--- src/cmt_params.svh ---
// register offsets, field positions and reset values of the capture/match timer
`ifndef CMT_PARAMS_SVH
`define CMT_PARAMS_SVH

// byte offsets on the wishbone bus
`define CMT_OFF_CTRL   8'h00
`define CMT_OFF_TC     8'h04
`define CMT_OFF_PR     8'h08
`define CMT_OFF_PC     8'h0C
`define CMT_OFF_MCTRL  8'h10
`define CMT_OFF_OUTC   8'h14
`define CMT_OFF_CAPC   8'h18
`define CMT_OFF_STAT   8'h1C
`define CMT_OFF_MASK   8'h20
`define CMT_OFF_MATCH0 8'h24
`define CMT_OFF_CAP0   8'h34

// control register bits
`define CMT_CTRL_EN     0
`define CMT_CTRL_RST    1
`define CMT_CTRL_CLKRUN 2
`define CMT_CTRL_PAUSE  3
`define CMT_CTRL_W      4
`define CMT_CTRL_RESET  4'h4

// match control: three bits per match channel
`define CMT_MC_INT  0
`define CMT_MC_RST  1
`define CMT_MC_STOP 2
`define CMT_MC_W    3

// capture control: three bits per capture channel
`define CMT_CC_RISE 0
`define CMT_CC_FALL 1
`define CMT_CC_INT  2
`define CMT_CC_W    3

// output control: levels in low nibble, two action bits per channel above
`define CMT_OC_ACT 4

// status/mask: match flags low nibble, capture flags high nibble
`define CMT_ST_CAP 4

`endif

--- src/cmt_pkg.sv ---
// types shared by the capture/match timer modules
package cmt_pkg;

  // action on a compare output pin when its match hits
  typedef enum logic [1:0] {
    CMT_ACT_NONE,
    CMT_ACT_LOW,
    CMT_ACT_HIGH,
    CMT_ACT_TOGGLE
  } cmt_act_t;

  typedef logic [3:0][31:0] cmt_word4_t;

endpackage

--- src/cmt_capture.sv ---
// capture channels: edge detect on snapshot pins and capture registers
`timescale 1ns/10ps
module cmt_capture
  import cmt_pkg::*;
#(
  parameter int CH = 4
) (
  // clock and reset
  input  wire logic          clk_i,
  input  wire logic          rst_i,
  // pins and configuration
  input  wire logic [CH-1:0] snap_i,
  input  wire logic [CH-1:0] rise_en_i,
  input  wire logic [CH-1:0] fall_en_i,
  input  wire logic [31:0]   tc_i,
  // results
  output logic [CH-1:0]      evt_o,
  output cmt_word4_t         cap_o
);

  logic [CH-1:0] prev_reg;
  logic [CH-1:0] prev_next;
  logic [31:0]   cap_reg  [CH];
  logic [31:0]   cap_next [CH];

  // a state change on a pin copies the counter value
  always_comb begin
    prev_next = snap_i;
    for (int i = 0; i < CH; i++) begin
      evt_o[i]    = (rise_en_i[i] & snap_i[i] & ~prev_reg[i]) |
                    (fall_en_i[i] & ~snap_i[i] & prev_reg[i]);
      cap_next[i] = evt_o[i] ? tc_i : cap_reg[i];
      cap_o[i]    = cap_reg[i];
    end
  end

  // prev starts at zero so a pin high at reset release reads as a rise
  always_ff @(posedge clk_i) begin
    if (rst_i) begin
      prev_reg <= '0;
      for (int i = 0; i < CH; i++) begin
        cap_reg[i] <= 32'h0000_0000;
      end
    end else begin
      prev_reg <= prev_next;
      for (int i = 0; i < CH; i++) begin
        cap_reg[i] <= cap_next[i];
      end
    end
  end

endmodule // cmt_capture

--- src/cmt_match.sv ---
// match comparators and compare output pin actions
`timescale 1ns/10ps
module cmt_match
  import cmt_pkg::*;
#(
  parameter int CH = 4
) (
  // clock and reset
  input  wire logic            clk_i,
  input  wire logic            rst_i,
  // counter and configuration
  input  wire logic            tick_i,
  input  wire logic [31:0]     tc_i,
  input  wire cmt_word4_t      match_i,
  input  wire logic [2*CH-1:0] act_i,
  // software write of pin levels
  input  wire logic            lvl_wr_i,
  input  wire logic [CH-1:0]   lvl_i,
  // results
  output logic [CH-1:0]        hit_o,
  output logic [CH-1:0]        pin_o
);

  logic [CH-1:0] pin_reg;
  logic [CH-1:0] pin_next;
  cmt_act_t      act;

  // compare on the prescale tick so a match acts once per count value
  always_comb begin
    pin_next = lvl_wr_i ? lvl_i : pin_reg;
    act      = CMT_ACT_NONE;
    for (int i = 0; i < CH; i++) begin
      hit_o[i] = tick_i & (tc_i == match_i[i]);
      act      = cmt_act_t'(act_i[2*i +: 2]);
      if (hit_o[i]) begin
        unique case (act)
          CMT_ACT_NONE:   pin_next[i] = pin_reg[i];
          CMT_ACT_LOW:    pin_next[i] = 1'b0;
          CMT_ACT_HIGH:   pin_next[i] = 1'b1;
          CMT_ACT_TOGGLE: pin_next[i] = ~pin_reg[i];
        endcase
      end
    end
  end

  // pin levels; a match action wins over a software write in the same cycle
  always_ff @(posedge clk_i) begin
    if (rst_i) begin
      pin_reg <= '0;
    end else begin
      pin_reg <= pin_next;
    end
  end

  assign pin_o = pin_reg;

endmodule // cmt_match

--- src/cmt_timer.sv ---
// capture/match timer top: wishbone slave, prescaler, counter, interrupts
//
// Added by the designer: the address map and register access over Wishbone.
`timescale 1ns/10ps
`include "cmt_params.svh"

// Overview of operation
// - prescale terminal count advances timer counter
// - software sets full 32-bit prescale value
// - both counters run on timer clock
// - register side synchronised with counter side
// - timer branch clock gateable by software
// - four channels capture count on pin change
// - capture interrupt optional per channel enable
// - four match registers compared with counter
// - continuous mode keeps counting, optional interrupt
// - stop mode halts both counters on match
// - reset mode zeroes counter, keeps counting
// - four compare output pins, one per match
// - pin goes low, high, toggles or holds
// - pause input freezes counting while asserted
module cmt_timer
  import cmt_pkg::*;
#(
  parameter int CH = 4
) (
  // clock and reset
  input  wire logic          clk_i,
  input  wire logic          rst_i,
  // wishbone slave
  input  wire logic [7:0]    adr_i,
  input  wire logic [31:0]   dat_i,
  input  wire logic [3:0]    sel_i,
  input  wire logic          we_i,
  input  wire logic          cyc_i,
  input  wire logic          stb_i,
  output logic [31:0]        dat_o,
  output logic               ack_o,
  // pins
  input  wire logic [CH-1:0] snapshot_input_pin_i,
  input  wire logic          pause_i,
  output logic [CH-1:0]      compare_output_pin_o,
  // interrupt
  output logic               irq_o
);

  // byte-lane merge of a write into a register
  function automatic logic [31:0] wb_merge(input logic [31:0] old_v,
                                           input logic [31:0] new_v,
                                           input logic [3:0]  sel);
    logic [31:0] r;
    r = old_v;
    for (int b = 0; b < 4; b++) begin
      if (sel[b]) begin
        r[8*b +: 8] = new_v[8*b +: 8];
      end
    end
    return r;
  endfunction

  // word slot decode of per-channel registers, shared by write and read paths
  function automatic logic slot_hit(input logic [7:0] adr,
                                    input logic [7:0] base,
                                    input int         idx);
    return adr == (base + 8'(4*idx));
  endfunction

  logic [`CMT_CTRL_W-1:0]     ctrl_reg,  ctrl_next;
  logic [31:0]                tc_reg,    tc_next;
  logic [31:0]                pr_reg,    pr_next;
  logic [31:0]                pc_reg,    pc_next;
  logic [`CMT_MC_W*CH-1:0]    mctrl_reg, mctrl_next;
  logic [2*CH-1:0]            act_reg,   act_next;
  logic [`CMT_CC_W*CH-1:0]    capc_reg,  capc_next;
  logic [2*CH-1:0]            stat_reg,  stat_next;
  logic [2*CH-1:0]            mask_reg,  mask_next;
  cmt_word4_t                 match_reg, match_next;
  logic [31:0]                dat_reg,   dat_next;
  logic                       ack_reg,   ack_next;
  logic                       irq_reg,   irq_next;

  logic                       acc;
  logic                       wr;
  logic [31:0]                wmask;
  logic                       counting;
  logic                       tick;
  logic [CH-1:0]              hit;
  logic [CH-1:0]              cap_evt;
  cmt_word4_t                 cap_val;
  logic [CH-1:0]              pin_lvl;
  logic [CH-1:0]              rise_en, fall_en, cap_int, m_int, m_rst, m_stop;
  logic [2*CH-1:0]            irq_en;
  logic [31:0]                rd_lvl;

  // unpack per-channel configuration fields
  always_comb begin
    for (int i = 0; i < CH; i++) begin
      rise_en[i] = capc_reg[`CMT_CC_W*i + `CMT_CC_RISE];
      fall_en[i] = capc_reg[`CMT_CC_W*i + `CMT_CC_FALL];
      cap_int[i] = capc_reg[`CMT_CC_W*i + `CMT_CC_INT];
      m_int[i]   = mctrl_reg[`CMT_MC_W*i + `CMT_MC_INT];
      m_rst[i]   = mctrl_reg[`CMT_MC_W*i + `CMT_MC_RST];
      m_stop[i]  = mctrl_reg[`CMT_MC_W*i + `CMT_MC_STOP];
    end
  end

  // counting is gated by enable, branch clock run, hold and pause
  assign counting = ctrl_reg[`CMT_CTRL_EN] & ctrl_reg[`CMT_CTRL_CLKRUN]
                  & ~ctrl_reg[`CMT_CTRL_RST]
                  & ~(ctrl_reg[`CMT_CTRL_PAUSE] & pause_i);
  assign tick     = counting & (pc_reg == pr_reg);

  // bus handshake; one wait state, ack drops the cycle after it rose
  // a request still held in the ack cycle is not taken twice
  assign acc   = cyc_i & stb_i & ~ack_reg;
  assign wr    = acc & we_i;
  assign wmask = wb_merge(32'h0000_0000, 32'hFFFF_FFFF, sel_i);

  // pin levels live in the low byte lane of the output control word
  cmt_match #(
    .CH (CH)
  ) u_match (
    .clk_i    (clk_i),
    .rst_i    (rst_i),
    .tick_i   (tick),
    .tc_i     (tc_reg),
    .match_i  (match_reg),
    .act_i    (act_reg),
    .lvl_wr_i (wr && adr_i == `CMT_OFF_OUTC && sel_i[0]),
    .lvl_i    (dat_i[CH-1:0]),
    .hit_o    (hit),
    .pin_o    (pin_lvl)
  );

  cmt_capture #(
    .CH (CH)
  ) u_capture (
    .clk_i     (clk_i),
    .rst_i     (rst_i),
    .snap_i    (snapshot_input_pin_i),
    .rise_en_i (rise_en),
    .fall_en_i (fall_en),
    .tc_i      (tc_reg),
    .evt_o     (cap_evt),
    .cap_o     (cap_val)
  );

  // counters: prescaler wraps at the programmed value and ticks the timer
  always_comb begin
    ctrl_next = ctrl_reg;
    pc_next   = pc_reg;
    tc_next   = tc_reg;
    // hold-in-reset outranks counting so software can zero both counters
    if (ctrl_reg[`CMT_CTRL_RST]) begin
      pc_next = 32'h0000_0000;
      tc_next = 32'h0000_0000;
    end else if (counting) begin
      pc_next = tick ? 32'h0000_0000 : pc_reg + 32'h0000_0001;
      // a stop match freezes the count at the match value; reset outranks stop
      if (tick) begin
        if (|(hit & m_rst)) begin
          tc_next = 32'h0000_0000;
        end else if (!(|(hit & m_stop))) begin
          tc_next = tc_reg + 32'h0000_0001;
        end
      end
      if (|(hit & m_stop)) begin
        ctrl_next[`CMT_CTRL_EN] = 1'b0;
      end
    end
    // software writes land last and win over the counters, so an enable
    // written in the cycle of a stop match leaves the timer running
    if (wr && adr_i == `CMT_OFF_CTRL) begin
      ctrl_next = (dat_i[`CMT_CTRL_W-1:0] & wmask[`CMT_CTRL_W-1:0])
                | (ctrl_reg & ~wmask[`CMT_CTRL_W-1:0]);
    end
    if (wr && adr_i == `CMT_OFF_TC) begin
      tc_next = wb_merge(tc_reg, dat_i, sel_i);
    end
    if (wr && adr_i == `CMT_OFF_PC) begin
      pc_next = wb_merge(pc_reg, dat_i, sel_i);
    end
  end

  // configuration registers and sticky flags
  always_comb begin
    pr_next    = pr_reg;
    mctrl_next = mctrl_reg;
    act_next   = act_reg;
    capc_next  = capc_reg;
    mask_next  = mask_reg;
    match_next = match_reg;
    stat_next  = stat_reg;
    if (wr) begin
      if (adr_i == `CMT_OFF_PR) begin
        pr_next = wb_merge(pr_reg, dat_i, sel_i);
      end
      if (adr_i == `CMT_OFF_MCTRL) begin
        mctrl_next = (dat_i[`CMT_MC_W*CH-1:0] & wmask[`CMT_MC_W*CH-1:0])
                   | (mctrl_reg & ~wmask[`CMT_MC_W*CH-1:0]);
      end
      if (adr_i == `CMT_OFF_OUTC) begin
        act_next = (dat_i[`CMT_OC_ACT +: 2*CH] & wmask[`CMT_OC_ACT +: 2*CH])
                 | (act_reg & ~wmask[`CMT_OC_ACT +: 2*CH]);
      end
      if (adr_i == `CMT_OFF_CAPC) begin
        capc_next = (dat_i[`CMT_CC_W*CH-1:0] & wmask[`CMT_CC_W*CH-1:0])
                  | (capc_reg & ~wmask[`CMT_CC_W*CH-1:0]);
      end
      if (adr_i == `CMT_OFF_MASK) begin
        mask_next = (dat_i[2*CH-1:0] & wmask[2*CH-1:0])
                  | (mask_reg & ~wmask[2*CH-1:0]);
      end
      if (adr_i == `CMT_OFF_STAT) begin
        stat_next = stat_reg & ~(dat_i[2*CH-1:0] & wmask[2*CH-1:0]);
      end
      // capture words are read only; writes to them are dropped
      for (int i = 0; i < CH; i++) begin
        if (slot_hit(adr_i, `CMT_OFF_MATCH0, i)) begin
          match_next[i] = wb_merge(match_reg[i], dat_i, sel_i);
        end
      end
    end
    // a new event wins over a clear in the same cycle
    stat_next = stat_next | {cap_evt, hit};
  end

  // read mux, ack and interrupt
  always_comb begin
    rd_lvl   = 32'h0000_0000;
    rd_lvl[CH-1:0] = pin_lvl;
    rd_lvl[`CMT_OC_ACT +: 2*CH] = act_reg;
    dat_next = 32'h0000_0000;
    unique case (adr_i)
      `CMT_OFF_CTRL:  dat_next = {28'h0000000, ctrl_reg};
      `CMT_OFF_TC:    dat_next = tc_reg;
      `CMT_OFF_PR:    dat_next = pr_reg;
      `CMT_OFF_PC:    dat_next = pc_reg;
      `CMT_OFF_MCTRL: dat_next = {20'h00000, mctrl_reg};
      `CMT_OFF_OUTC:  dat_next = rd_lvl;
      `CMT_OFF_CAPC:  dat_next = {20'h00000, capc_reg};
      `CMT_OFF_STAT:  dat_next = {24'h000000, stat_reg};
      `CMT_OFF_MASK:  dat_next = {24'h000000, mask_reg};
      // unmapped and unaligned addresses read as zero
      default: begin
        for (int i = 0; i < CH; i++) begin
          if (slot_hit(adr_i, `CMT_OFF_MATCH0, i)) begin
            dat_next = match_reg[i];
          end
          if (slot_hit(adr_i, `CMT_OFF_CAP0, i)) begin
            dat_next = cap_val[i];
          end
        end
      end
    endcase
    if (!acc) begin
      dat_next = dat_reg;
    end
    ack_next = acc;
    // flags set whatever the enables; enables and mask only gate the line
    irq_en   = {cap_int, m_int};
    irq_next = |(stat_next & mask_reg & irq_en);
  end

  // single clock: register writes reach the counters on the next edge
  always_ff @(posedge clk_i) begin
    if (rst_i) begin
      ctrl_reg  <= `CMT_CTRL_RESET;
      tc_reg    <= 32'h0000_0000;
      pr_reg    <= 32'h0000_0000;
      pc_reg    <= 32'h0000_0000;
      mctrl_reg <= '0;
      act_reg   <= '0;
      capc_reg  <= '0;
      stat_reg  <= '0;
      mask_reg  <= '0;
      match_reg <= '0;
      dat_reg   <= 32'h0000_0000;
      ack_reg   <= 1'b0;
      irq_reg   <= 1'b0;
    end else begin
      ctrl_reg  <= ctrl_next;
      tc_reg    <= tc_next;
      pr_reg    <= pr_next;
      pc_reg    <= pc_next;
      mctrl_reg <= mctrl_next;
      act_reg   <= act_next;
      capc_reg  <= capc_next;
      stat_reg  <= stat_next;
      mask_reg  <= mask_next;
      match_reg <= match_next;
      dat_reg   <= dat_next;
      ack_reg   <= ack_next;
      irq_reg   <= irq_next;
    end
  end

  assign dat_o                = dat_reg;
  assign ack_o                = ack_reg;
  assign irq_o                = irq_reg;
  assign compare_output_pin_o = pin_lvl;

endmodule // cmt_timer

--- config.mk ---
export PLATFORM = sky130hd
export DESIGN_NAME = cmt_timer
export DESIGN_NICKNAME = d
export VERILOG_FILES = /design/src/cmt_pkg.sv /design/src/cmt_capture.sv /design/src/cmt_match.sv /design/src/cmt_timer.sv
export VERILOG_INCLUDE_DIRS = /design/src /design/src/src
export SDC_FILE = /design/constraint.sdc
export NUM_CORES = 1
export LEC_CHECK = 0
export ABC_AREA = 1
export BUFFER_PORTS_ARGS = -buffer_cell sky130_fd_sc_hd__buf_2
export CAP_MARGIN = 20
export CORE_MARGIN = 4
export CORE_UTILIZATION = 30
export CTS_CLUSTER_DIAMETER = 60
export DETAILED_ROUTE_END_ITERATION = 8
export MAX_ROUTING_LAYER = met4
export SYNTH_ARGS = -nofsm -noshare
export SYNTH_HDL_FRONTEND = slang
export SYNTH_SLANG_ARGS = --single-unit
--- constraint.sdc ---
create_clock -name clk_i -period 6.65 [get_ports clk_i]
set_input_delay 0.3325 -clock clk_i [delete_from_list [all_inputs] [get_ports clk_i]]
set_output_delay 0.3325 -clock clk_i [all_outputs]
set_load 0.01 [all_outputs]
=== Word-level counts from Yosys, hierarchy flattened ===
Memory sizes are Yosys's and may differ from the RTL's.
Cells that the tools add are included.
Widths: inputs -> output; s select.

* Register bits after elaboration: 318
* Bits in writable memories: 128
* Input port bits: 54
* Logic and storage cells: 279
* Memories kept: 1

* Add/sub/neg operators: 2
* Equal/unequal tests: 47
* Muxes and demuxes: 51
* Bitwise logic cells: 76
* Reductions and logical operators: 59

{| class="wikitable"
|+ Memories
! memory !! words !! width !! read ports !! clocked after Yosys merged registers in !! wr ports !! line !! text
|-
| u_capture.cap_reg || 4 || 32 || 4 || 0 || 4 || cmt_capture.sv:23 || <nowiki>logic [31:0] cap_reg [CH];</nowiki>
|}

{| class="wikitable"
|+ Operators by type and width
! cell !! count
|-
| $mux 32 || 26
|-
| $pmux 32 s9 || 1
|-
| $eq 32x32->1 || 5
|-
| $add 32x1->32 const B || 2
|-
| $eq 8x6->1 const B || 8
|-
| $reduce_and 3->1 || 21
|-
| $and 8x8->8 || 7
|-
| $mux 8 || 7
|-
| $and 12x12->12 || 3
|-
| $eq 8x5->1 const B || 4
|-
| $and 1x1->1 || 28
|-
| $ne 2x2->1 const B || 12
|-
| $not 8->8 || 3
|-
| $or 12x12->12 || 2
|-
| $or 8x8->8 || 3
|-
| $reduce_and 2->1 || 12
|-
| $and 4x4->4 || 4
|-
| $eq 2x2->1 const B || 8
|-
| $eq 8x4->1 const B || 2
|-
| $reduce_and 4->1 || 4
|-
| $not 1->1 || 15
|-
| $not 12->12 || 1
|-
| $pmux 1 s3 || 4
|-
| $reduce_bool 2->1 || 6
|-
| other kinds (16) || 47
|}

=== Logic depth before layout (Yosys ltp) ===
Gate-level depths: netlist (run 1).

* Depth in word-level cells: 13
* Mapped depth: 19
* Gate-level depth less buffers: 17

=== Hierarchy ===
Synthesis (run 1) repeated with hierarchy kept, for this count alone.

* Cells, all modules: 4719
* Area, all modules: 27726.6 µm²

{| class="wikitable"
|+ Modules (own cells, without submodules)
! module !! instances !! cells an instance !! area each (µm²) !! sequential area each (µm²)
|-
| cmt_timer || 1 || 2856 || 17723.2 || 6206.0
|-
| cmt_capture || 1 || 833 || 5810.6 || 2642.5
|-
| cmt_match || 1 || 1030 || 4192.8 || 80.1
|}

=== Worst setup path after synthesis (run 1) ===
Ideal clock, no wire load.

* Kind: register to register
* Start point: register tc_reg[9]
* End point: register tc_reg[10]
* Data arrival time: 1.970 ns
* Setup slack: 4.566 ns
* Cell stages (with the launch flop): 16
* Path buffers: 2
* Cell sequence: dfxtp_1 -> buf_2 -> or2_0 -> a21oi_1 -> nand2_1 -> nor2_1 -> nand2_1 -> nor2_1 -> nand3_1 -> nand3_1 -> nor2_4 -> nand3_4 -> nand3_4 -> buf_6 -> o21bai_1 -> nor2_2

* Cells in the longest elaborated chain, start to end: 9

{| class="wikitable"
|+ Ends and longest elaborated chain
! element !! line !! text
|-
| from (decl) || cmt_timer.sv:69 || <nowiki>logic [31:0] tc_reg, tc_next;</nowiki>
|-
| from (signal assigned) || cmt_timer.sv:283 || <nowiki>tc_reg <= tc_next;</nowiki>
|-
| parallel branches: the longest is 9 deep, another holds $add 32x1->32 || -- ||
|}

Parallel ways; which one is timed is not known. The select of a mux whose other input is x is not followed.
A chain may end at the register's enable or synchronous reset.

=== Worst setup path after layout (run 1) ===
* Start point: register ack_reg, in the netlist ack_o
* End point: register match_reg[4] in the netlist's numbering

* Cells in the longest elaborated chain, start to end: 4

{| class="wikitable"
|+ Ends and longest elaborated chain
! element !! line !! text
|-
| from (decl) || cmt_timer.sv:79 || <nowiki>logic ack_reg, ack_next;</nowiki>
|-
| from (signal assigned) || cmt_timer.sv:293 || <nowiki>ack_reg <= ack_next;</nowiki>
|-
| $not 1->1 || cmt_timer.sv:115 || <nowiki>assign acc = cyc_i & stb_i & ~ack_reg;</nowiki>
|-
| $and 1x1->1 || cmt_timer.sv:115 ||
|-
| $and 1x1->1 || cmt_timer.sv:116 || <nowiki>assign wr = acc & we_i;</nowiki>
|-
| $reduce_and 3->1 (no line) || -- ||
|-
| to (signal assigned) || cmt_timer.sv:291 || <nowiki>match_reg <= match_next;</nowiki>
|-
| to (decl) || cmt_timer.sv:77 || <nowiki>cmt_word4_t match_reg, match_next;</nowiki>
|}

No other way between the ends.

==> results of run 1 <==
## stage by stage
step	utilization	setup WS, ns	cells	hold slack (ns)	power, W
after floorplan	-	4.57	3383	0.425	0.00295
after global placement	0.318	2.57	4334	0.436	0.00308
after detailed placement	0.318	2.54	4334	0.439	0.00309
after CTS	0.339	3.00	4427	0.0244	0.00579
after global routing	0.340	2.62	4429	0.0683	0.00592
final	0.340	2.90	4430	0.0374	0.00577
## synth_stat cells, types with 14 or more instances
master	count
sky130_fd_sc_hd__inv_1	324
sky130_fd_sc_hd__nand3_1	69
sky130_fd_sc_hd__o22ai_1	52
sky130_fd_sc_hd__xor2_1	118
sky130_fd_sc_hd__nor3_1	35
sky130_fd_sc_hd__nand4_1	43
sky130_fd_sc_hd__o2111ai_1	23
sky130_fd_sc_hd__nand2_1	647
sky130_fd_sc_hd__a211oi_1	79
sky130_fd_sc_hd__dfxtp_1	446
sky130_fd_sc_hd__a21oi_1	367
sky130_fd_sc_hd__nor2_2	14
sky130_fd_sc_hd__nor4_1	17
sky130_fd_sc_hd__nor2_1	418
sky130_fd_sc_hd__o211ai_1	19
sky130_fd_sc_hd__o21ai_0	358
sky130_fd_sc_hd__buf_2	38
sky130_fd_sc_hd__clkbuf_1	136
sky130_fd_sc_hd__a31oi_1	17
sky130_fd_sc_hd__inv_2	22
## worst max-delay path: cells and delay by family (launching register included)
kind            cells  cell delay, ns
buf+inv             3            1.18
flops               1            0.33
simple gates        4            1.81
compound gates      2            0.26
## metal layers
metal / routed length [um] / share of wire
met1: 38300 / 0.42
met2: 40600 / 0.45
met3: 7570 / 0.083
met4: 4280 / 0.047
met5: 0 / 0
## cell usage in the layout, fill, tap and decap left out, types with 10 or more instances in the layout
master / instances
sky130_fd_sc_hd__nand3_1: 69
sky130_fd_sc_hd__nor3_1: 35
sky130_fd_sc_hd__inv_2: 23
sky130_fd_sc_hd__o2111ai_1: 23
sky130_fd_sc_hd__o22ai_1: 52
sky130_fd_sc_hd__clkbuf_16: 49
sky130_fd_sc_hd__clkinv_1: 11
sky130_fd_sc_hd__inv_1: 322
sky130_fd_sc_hd__nor2_1: 415
sky130_fd_sc_hd__nor4_1: 16
sky130_fd_sc_hd__buf_4: 23
sky130_fd_sc_hd__o221ai_1: 13
sky130_fd_sc_hd__nand4_1: 43
sky130_fd_sc_hd__a31oi_1: 16
sky130_fd_sc_hd__nand2_1: 644
sky130_fd_sc_hd__o21ai_1: 11
sky130_fd_sc_hd__dfxtp_1: 446
sky130_fd_sc_hd__xor2_1: 118
sky130_fd_sc_hd__o211ai_1: 19
sky130_fd_sc_hd__o21ai_0: 358
sky130_fd_sc_hd__a221oi_1: 12
sky130_fd_sc_hd__buf_2: 90
sky130_fd_sc_hd__a211oi_1: 79
sky130_fd_sc_hd__nor2_2: 16
sky130_fd_sc_hd__o21bai_1: 10
sky130_fd_sc_hd__a21oi_1: 367
sky130_fd_sc_hd__xnor2_1: 11
sky130_fd_sc_hd__clkinv_2: 13
sky130_fd_sc_hd__nand3b_1: 13
## final cells by class
type | count | area (um2)
fillers | 8368 | 50200
multi-input cells | 2386 | 12000
flip-flops and latches | 446 | 8930
clock buffers | 66 | 1380
inverters | 357 | 1350
well taps | 1030 | 1290
repair buffers | 120 | 709
clock inverters | 23 | 189
diodes | 2 | 5.00
## worst min path at each step
| stage | cells past startpoint | to |
|---|---|---|
| CTS | 3 | pc_reg[20] |
| global route | 3 | pc_reg[16] |
| floorplan | 2 | u_capture.cap_reg[0][10] |
| finish | 3 | pc_reg[20] |
| global placement | 2 | u_capture.cap_reg[1][21] |
| detailed placement | 2 | u_capture.cap_reg[0][2] |
## report_power, final
group | total (W) | leakage [nW] | internal [W] | switching (W)
Clock | 0.00273 | 0.771 | 0.00153 | 0.00120
Sequential | 0.00274 | 3.61 | 0.00272 | 0.0000246
Combinational | 0.000294 | 6.12 | 0.0000718 | 0.000223
## logic make-up (layout without fill, tap and decap cells)
logic type,count (synthesis),count (layout),share of synthesized area
adders and majority gates,2,2,0.00109
AOI/OAI and AO/OA,979,979,0.239
buffers and inverters,551,566,0.0941
other,0,2,0
DFF,446,446,0.387
and+or+nand+nor,1276,1276,0.230
xor gates and xnor gates,129,129,0.0490
## what timing repair did
item | 4_1_cts | 5_1_grt
resized for setup | 0 | 0
hold buffers | 4 | 0
endpoints found under the hold margin | 4 | 0
==> metrics.log, run 1 <==
[metrics] number of detailed-route iterations in the first pass: 6
[metrics] capture instance of the worst register-to-register path: match_reg[4]
[metrics] # port buffers: 91
[metrics] reg-to-reg critical path startpoint: ack_o
[metrics] H-Tree Depth: 2
[metrics] unrepaired setup endpoints after global routing: false
[metrics] global-route layer with the greatest usage: met2
[metrics] drt first-iter violations: 2,229
[metrics] Initial Utilization: 0.303
[metrics] number of CTS-inserted buffers: 48
[metrics] design area: 25,800 um2
[metrics] Layout Nets: 3,415
[metrics] Max Fclk: 266 MHz
[metrics] register bit count reported by yosys: 446
[metrics] worst min-delay path category: in -> reg
[metrics] status: finished, final reports clean
[metrics] chip width: 285 um
[metrics] antenna violations before repair: 2
[metrics] met3 Track Usage GR: 0.0418
[metrics] Max rail drop VDD: 0.186 mV
[metrics] endpoints failing hold: 0
[metrics] total vias in the final route: 23,200
[metrics] clock slew seen by the registers of the worst setup and hold paths: 0.06 ns
[metrics] Detail Route Antenna Nets: 0
[metrics] GR Layer Usage met1: 0.282
[metrics] warning count from the yosys run: 0
[metrics] maximum buffer depth of the clock tree: 3
[metrics] number of cells on the worst reg-to-reg path: 9
[metrics] clock tree from TritonCTS: done
[metrics] Core ar.: 76,100 um2
[metrics] startpoint of the lowest-slack hold path: dat_i[20]
[metrics] total detailed-routing wirelength: 90,700 um
[metrics] final global-route overflow total: 0
[metrics] launch point of the critical path: ack_o
[metrics] number of maximum-capacitance constraint violations: 0
[metrics] Max Clock Skew: 0.0342 ns
[metrics] longest individual stage delay on the worst path: 0.70 ns
[metrics] kind of end point of the critical path: flop
[metrics] maximum fanout encountered on the critical timing path: 38
[metrics] count of distinct cell types in the synthesized netlist: 48
[metrics] fraction of registers with async set or reset after synthesis: 0
[metrics] data required time at the worst endpoint: 7.12 ns
[metrics] Syn Inst Count: 3,383
[metrics] static leakage power: 10.5 nW
[metrics] number of global-route vias before repair: 21,300
[metrics] area of the die: 81,300 um2
[metrics] sequential area share after synthesis: 0.387
[metrics] routed vias/inst: 5.24
[metrics] count of flip-flops with a built-in enable after synthesis: 0
[metrics] first-pass GRT wire length: 134,000 um
[metrics] worst slew slack as a fraction of its limit: 0.291
[metrics] DP Wirelength: 63,500 um
[metrics] largest net degree at the start of global routing: 250
[metrics] detailed-route DRC error count: 0
[metrics] area leader, netlist: sky130_fd_sc_hd__dfxtp_1
[metrics] top cell type's share of synthesized area: 0.387
[metrics] Clock Sinks: 446
[metrics] met2 Resource Use GR: 0.340
[metrics] most frequently used flop master after synthesis: sky130_fd_sc_hd__dfxtp_1
[metrics] Root Buffer Master: sky130_fd_sc_hd__clkbuf_16
[metrics] last weighted congestion value of the routability-driven placer: 0.948
[metrics] final setup violation count: 0
[metrics] count of boundary I/O pins: 92
[metrics] cell types occupying the most area after synthesis: sky130_fd_sc_hd__dfxtp_1, sky130_fd_sc_hd__nand2_1, sky130_fd_sc_hd__a21oi_1
[metrics] die outline height: 285 um
[metrics] actual transition at the worst max-transition pin: 1.06 ns
[metrics] max-slew violations: 0
[metrics] synthesized area per cell: 6.81 um2
[metrics] worst-case register-to-register setup slack: 2.90 ns
[metrics] number of setup buffers added after CTS: 0
[metrics] Setup Crit Path Kind: reg -> reg
[metrics] post-synth net total: 3,439
[metrics] layout overhead on the synthesized area: 12.1%
[metrics] Critical Path End: match_reg[4]
[metrics] worst-path cell chain: nor2_4 -> buf_4 -> nand2_1 -> nor2_1 -> inv_1 -> nor2_1 -> inv_1 -> o21ai_0 -> a21oi_1
[metrics] post-detailed-route wirelength per cell: 20.5 um
[metrics] final clock period utilization by the worst path: 0.565
[metrics] worst endpoint data arrival time: 4.22 ns
[metrics] cell area reported after detailed placement: 24,200 um2
[metrics] Fin Setup TNS: 0 ns
[metrics] Worst-Skew Late Latency: 0.61 ns
[metrics] minimum period implied by the final worst setup slack: 3.75 ns
[metrics] slowest stage cell on the critical path: sky130_fd_sc_hd__nor2_1
[metrics] share of cells above drive strength 1: 0.0771
[metrics] total global-route track usage: 0.220
[metrics] cell area after synthesis: 23,000 um2
[metrics] type of origin of the critical path: flop
[metrics] Std-Cell Rows: 101
[metrics] power per unit of standard cell area: 223 nW/um2
Note: power is estimated with default switching activity, not from simulation.
==> run 2: changes to the inputs <==
ABC_AREA = 0   (was 1)
clock period = 3.8 ns   (was 6.65 ns; I/O delays follow)
==> run 2 against run 1 <==
  * Hold slack lost 0.0093 ns
  * Combinational power grew 31%
  * Synthesized area shrank 3.9%
  * Utilization grew 1.1 points
  * Clock power grew 80%
  * Total power grew 73%
  * Non-clock buffer count grew 98
  * Via count shrank 2.0%
  * Maximum frequency grew 13%
  * Highest routed layer unchanged
==> metrics.log, run 2 <==
[metrics] Fin Setup TNS: 0 ns
[metrics] clock slew seen by the registers of the worst setup and hold paths: 0.06 ns
[metrics] minimum period implied by the final worst setup slack: 3.32 ns
[metrics] type of origin of the critical path: flop
[metrics] synthesized area per cell: 7.61 um2
[metrics] drt first-iter violations: 3,240
[metrics] maximum buffer depth of the clock tree: 3
[metrics] first-pass GRT wire length: 144,000 um
[metrics] Max rail drop VDD: 0.288 mV
[metrics] worst slew slack as a fraction of its limit: 0.420
[metrics] # port buffers: 91
[metrics] reg-to-reg critical path startpoint: tc_reg[1]
[metrics] maximum fanout encountered on the critical timing path: 16
[metrics] Syn Inst Count: 2,909
[metrics] launch point of the critical path: tc_reg[1]
[metrics] worst min-delay path category: in -> reg
[metrics] routed vias/inst: 5.81
[metrics] layout overhead on the synthesized area: 15.8%
[metrics] Setup Crit Path Kind: reg -> reg
[metrics] Max Fclk: 301 MHz
[metrics] total detailed-routing wirelength: 98,600 um
[metrics] area leader, netlist: sky130_fd_sc_hd__dfxtp_1
[metrics] Detail Route Antenna Nets: 0
[metrics] data required time at the worst endpoint: 4.30 ns
[metrics] clock tree from TritonCTS: done
[metrics] max-slew violations: 0
[metrics] number of cells on the worst reg-to-reg path: 9
[metrics] Std-Cell Rows: 99
[metrics] instance count along the most critical hold path: 3
[metrics] final setup violation count: 0
[metrics] count of boundary I/O pins: 92
[metrics] worst endpoint data arrival time: 3.81 ns
[metrics] status: finished, final reports clean
[metrics] top cell type's share of synthesized area: 0.403
[metrics] Layout Nets: 2,978
[metrics] static leakage power: 8.28 nW
[metrics] antenna diode count: 0
[metrics] Initial Utilization: 0.303
[metrics] post-detailed-route wirelength per cell: 25.2 um
[metrics] total global-route track usage: 0.249
[metrics] count of flip-flops with a built-in enable after synthesis: 0
[metrics] Root Buffer Master: sky130_fd_sc_hd__clkbuf_16
[metrics] post-synth net total: 2,965
[metrics] most numerous cell types in the synthesized netlist: sky130_fd_sc_hd__nand2_1, sky130_fd_sc_hd__dfxtp_1, sky130_fd_sc_hd__a21oi_1, sky130_fd_sc_hd__nand3_1, sky130_fd_sc_hd__clkbuf_1
[metrics] H-Tree Depth: 2
[metrics] cell area after synthesis: 22,100 um2
[metrics] count of distinct cell types in the synthesized netlist: 74
[metrics] power per unit of standard cell area: 390 nW/um2
[metrics] share of cells above drive strength 1: 0.110
[metrics] last weighted congestion value of the routability-driven placer: 1.01
[metrics] DP Wirelength: 69,400 um
[metrics] final-layout worst hold slack: 0.0281 ns
[metrics] register bit count reported by yosys: 446
[metrics] Max Clock Skew: 0.0348 ns
[metrics] most frequent cells in the layout: sky130_fd_sc_hd__nand2_1, sky130_fd_sc_hd__dfxtp_1, sky130_fd_sc_hd__a21oi_1
[metrics] antenna violations before repair: 0
[metrics] Clock Sinks: 446
[metrics] cell types occupying the most area after synthesis: sky130_fd_sc_hd__dfxtp_1, sky130_fd_sc_hd__nand2_1, sky130_fd_sc_hd__a21oi_1
[metrics] number of CTS-inserted buffers: 50
[metrics] Worst-Skew Late Latency: 0.62 ns
[metrics] actual transition at the worst max-transition pin: 0.867 ns
[metrics] die outline height: 280 um
[metrics] endpoints failing hold: 0
[metrics] unrepaired setup endpoints after global routing: false
[metrics] number of maximum-capacitance constraint violations: 0
[metrics] final global-route overflow total: 0
[metrics] kind of end point of the critical path: flop
[metrics] number of global-route vias before repair: 20,900
[metrics] final clock period utilization by the worst path: 0.873
[metrics] area of the die: 78,200 um2
[metrics] total vias in the final route: 22,800
[metrics] warning count from the yosys run: 0
[metrics] most common cell in the synthesized netlist: sky130_fd_sc_hd__nand2_1
[metrics] Core ar.: 73,100 um2
[metrics] startpoint of the lowest-slack hold path: dat_i[4]
[metrics] number of detailed-route iterations in the first pass: 6
[metrics] most common library cell in the layout ignoring fill and taps: sky130_fd_sc_hd__nand2_1
[metrics] sequential area share after synthesis: 0.403
[metrics] most frequently used flop master after synthesis: sky130_fd_sc_hd__dfxtp_1
[metrics] chip width: 280 um
[metrics] detailed-route DRC error count: 0
[metrics] largest net degree at the start of global routing: 127
[metrics] fraction of registers with async set or reset after synthesis: 0
## run 2: changes by cell type in the layout (fill, tap and decap cells not counted), moves of 35 or more
cell,change
sky130_fd_sc_hd__o21ai_0,-322
sky130_fd_sc_hd__inv_1,-305
sky130_fd_sc_hd__nor2_1,-295
sky130_fd_sc_hd__a22oi_1,+139
sky130_fd_sc_hd__xnor2_1,+132
sky130_fd_sc_hd__nand3_1,+126
sky130_fd_sc_hd__xor2_1,-73
sky130_fd_sc_hd__buf_4,+62
sky130_fd_sc_hd__a21oi_1,+58
sky130_fd_sc_hd__o22ai_1,-48
sky130_fd_sc_hd__a211oi_1,-35
## run 2: final timing paths
path | to | slack, ns
worst max-delay path | tc_reg[18] | 0.48
worst max register to register | tc_reg[18] | 0.48
worst min-delay path | pr_reg[4] | 0.03
worst min register to register | u_capture.cap_reg[1][18] | 0.45
## run 2: cells by family (layout without fill, tap and decap cells)
logic type | count (synthesis) | in the layout | synth area share
compound gates | 787 | 787 | 0.224
buf+inv | 275 | 323 | 0.0525
flops | 446 | 446 | 0.403
simple gates | 1210 | 1210 | 0.245
xor+xnor | 189 | 189 | 0.0751
fa+ha+maj | 2 | 2 | 0.00113
## run 2: report_power, final
| part | internal [W] | switching (W) |
|---|---|---|
| clock network | 0.00281 | 0.00210 |
| logic | 0.0000955 | 0.000289 |
| registers | 0.00469 | 0.0000148 |
## run 2: layout make-up
type,instances,area [um2]
fill,7705,47400
clock buffer,71,1420
sequential,446,8930
inverter,18,67.6
tap,959,1200
multi-input combinational,2188,12200
clock inverter,16,196
timing repair buffer,218,1640
## run 2: worst max-delay path, stage by stage (launching register included)
cell	delay, ns
sky130_fd_sc_hd__dfxtp_1	0.79
sky130_fd_sc_hd__xnor2_1	0.20
sky130_fd_sc_hd__nand4_1	0.13
sky130_fd_sc_hd__nor4_2	0.46
sky130_fd_sc_hd__nand2_1	0.19
sky130_fd_sc_hd__o2111a_1	0.26
sky130_fd_sc_hd__o21a_1	0.19
sky130_fd_sc_hd__o22ai_2	0.59
sky130_fd_sc_hd__a21oi_1	0.10
sky130_fd_sc_hd__a221oi_1	0.30
## run 2: through the flow
step,std cells,instance area (um2),utilization,worst slack (ns),power (W)
floorplan,2909,22100,-,1.42,0.00496
global placement,3799,23700,0.325,0.603,0.00516
detailed placement,3799,23700,0.325,0.553,0.00516
CTS,3916,25600,0.351,0.521,0.0100
global route,3916,25600,0.351,0.245,0.0102
finish,3916,25600,0.351,0.481,0.0100
## run 2: repair_timing
item / in CTS / in global routing
hold buffers: 30 / 0
resized for setup: 0 / 0
hold endpoints to repair: 141 / 0
setup buffers: 0 / 0
## run 2: metal layers
layer / share of wire / global-route usage / wire length (um)
met5: 0 / - / 0
met4: 0.044 / 0.0985 / 4320
met3: 0.10 / 0.0463 / 10200
met2: 0.43 / 0.360 / 42200
met1: 0.43 / 0.343 / 42000
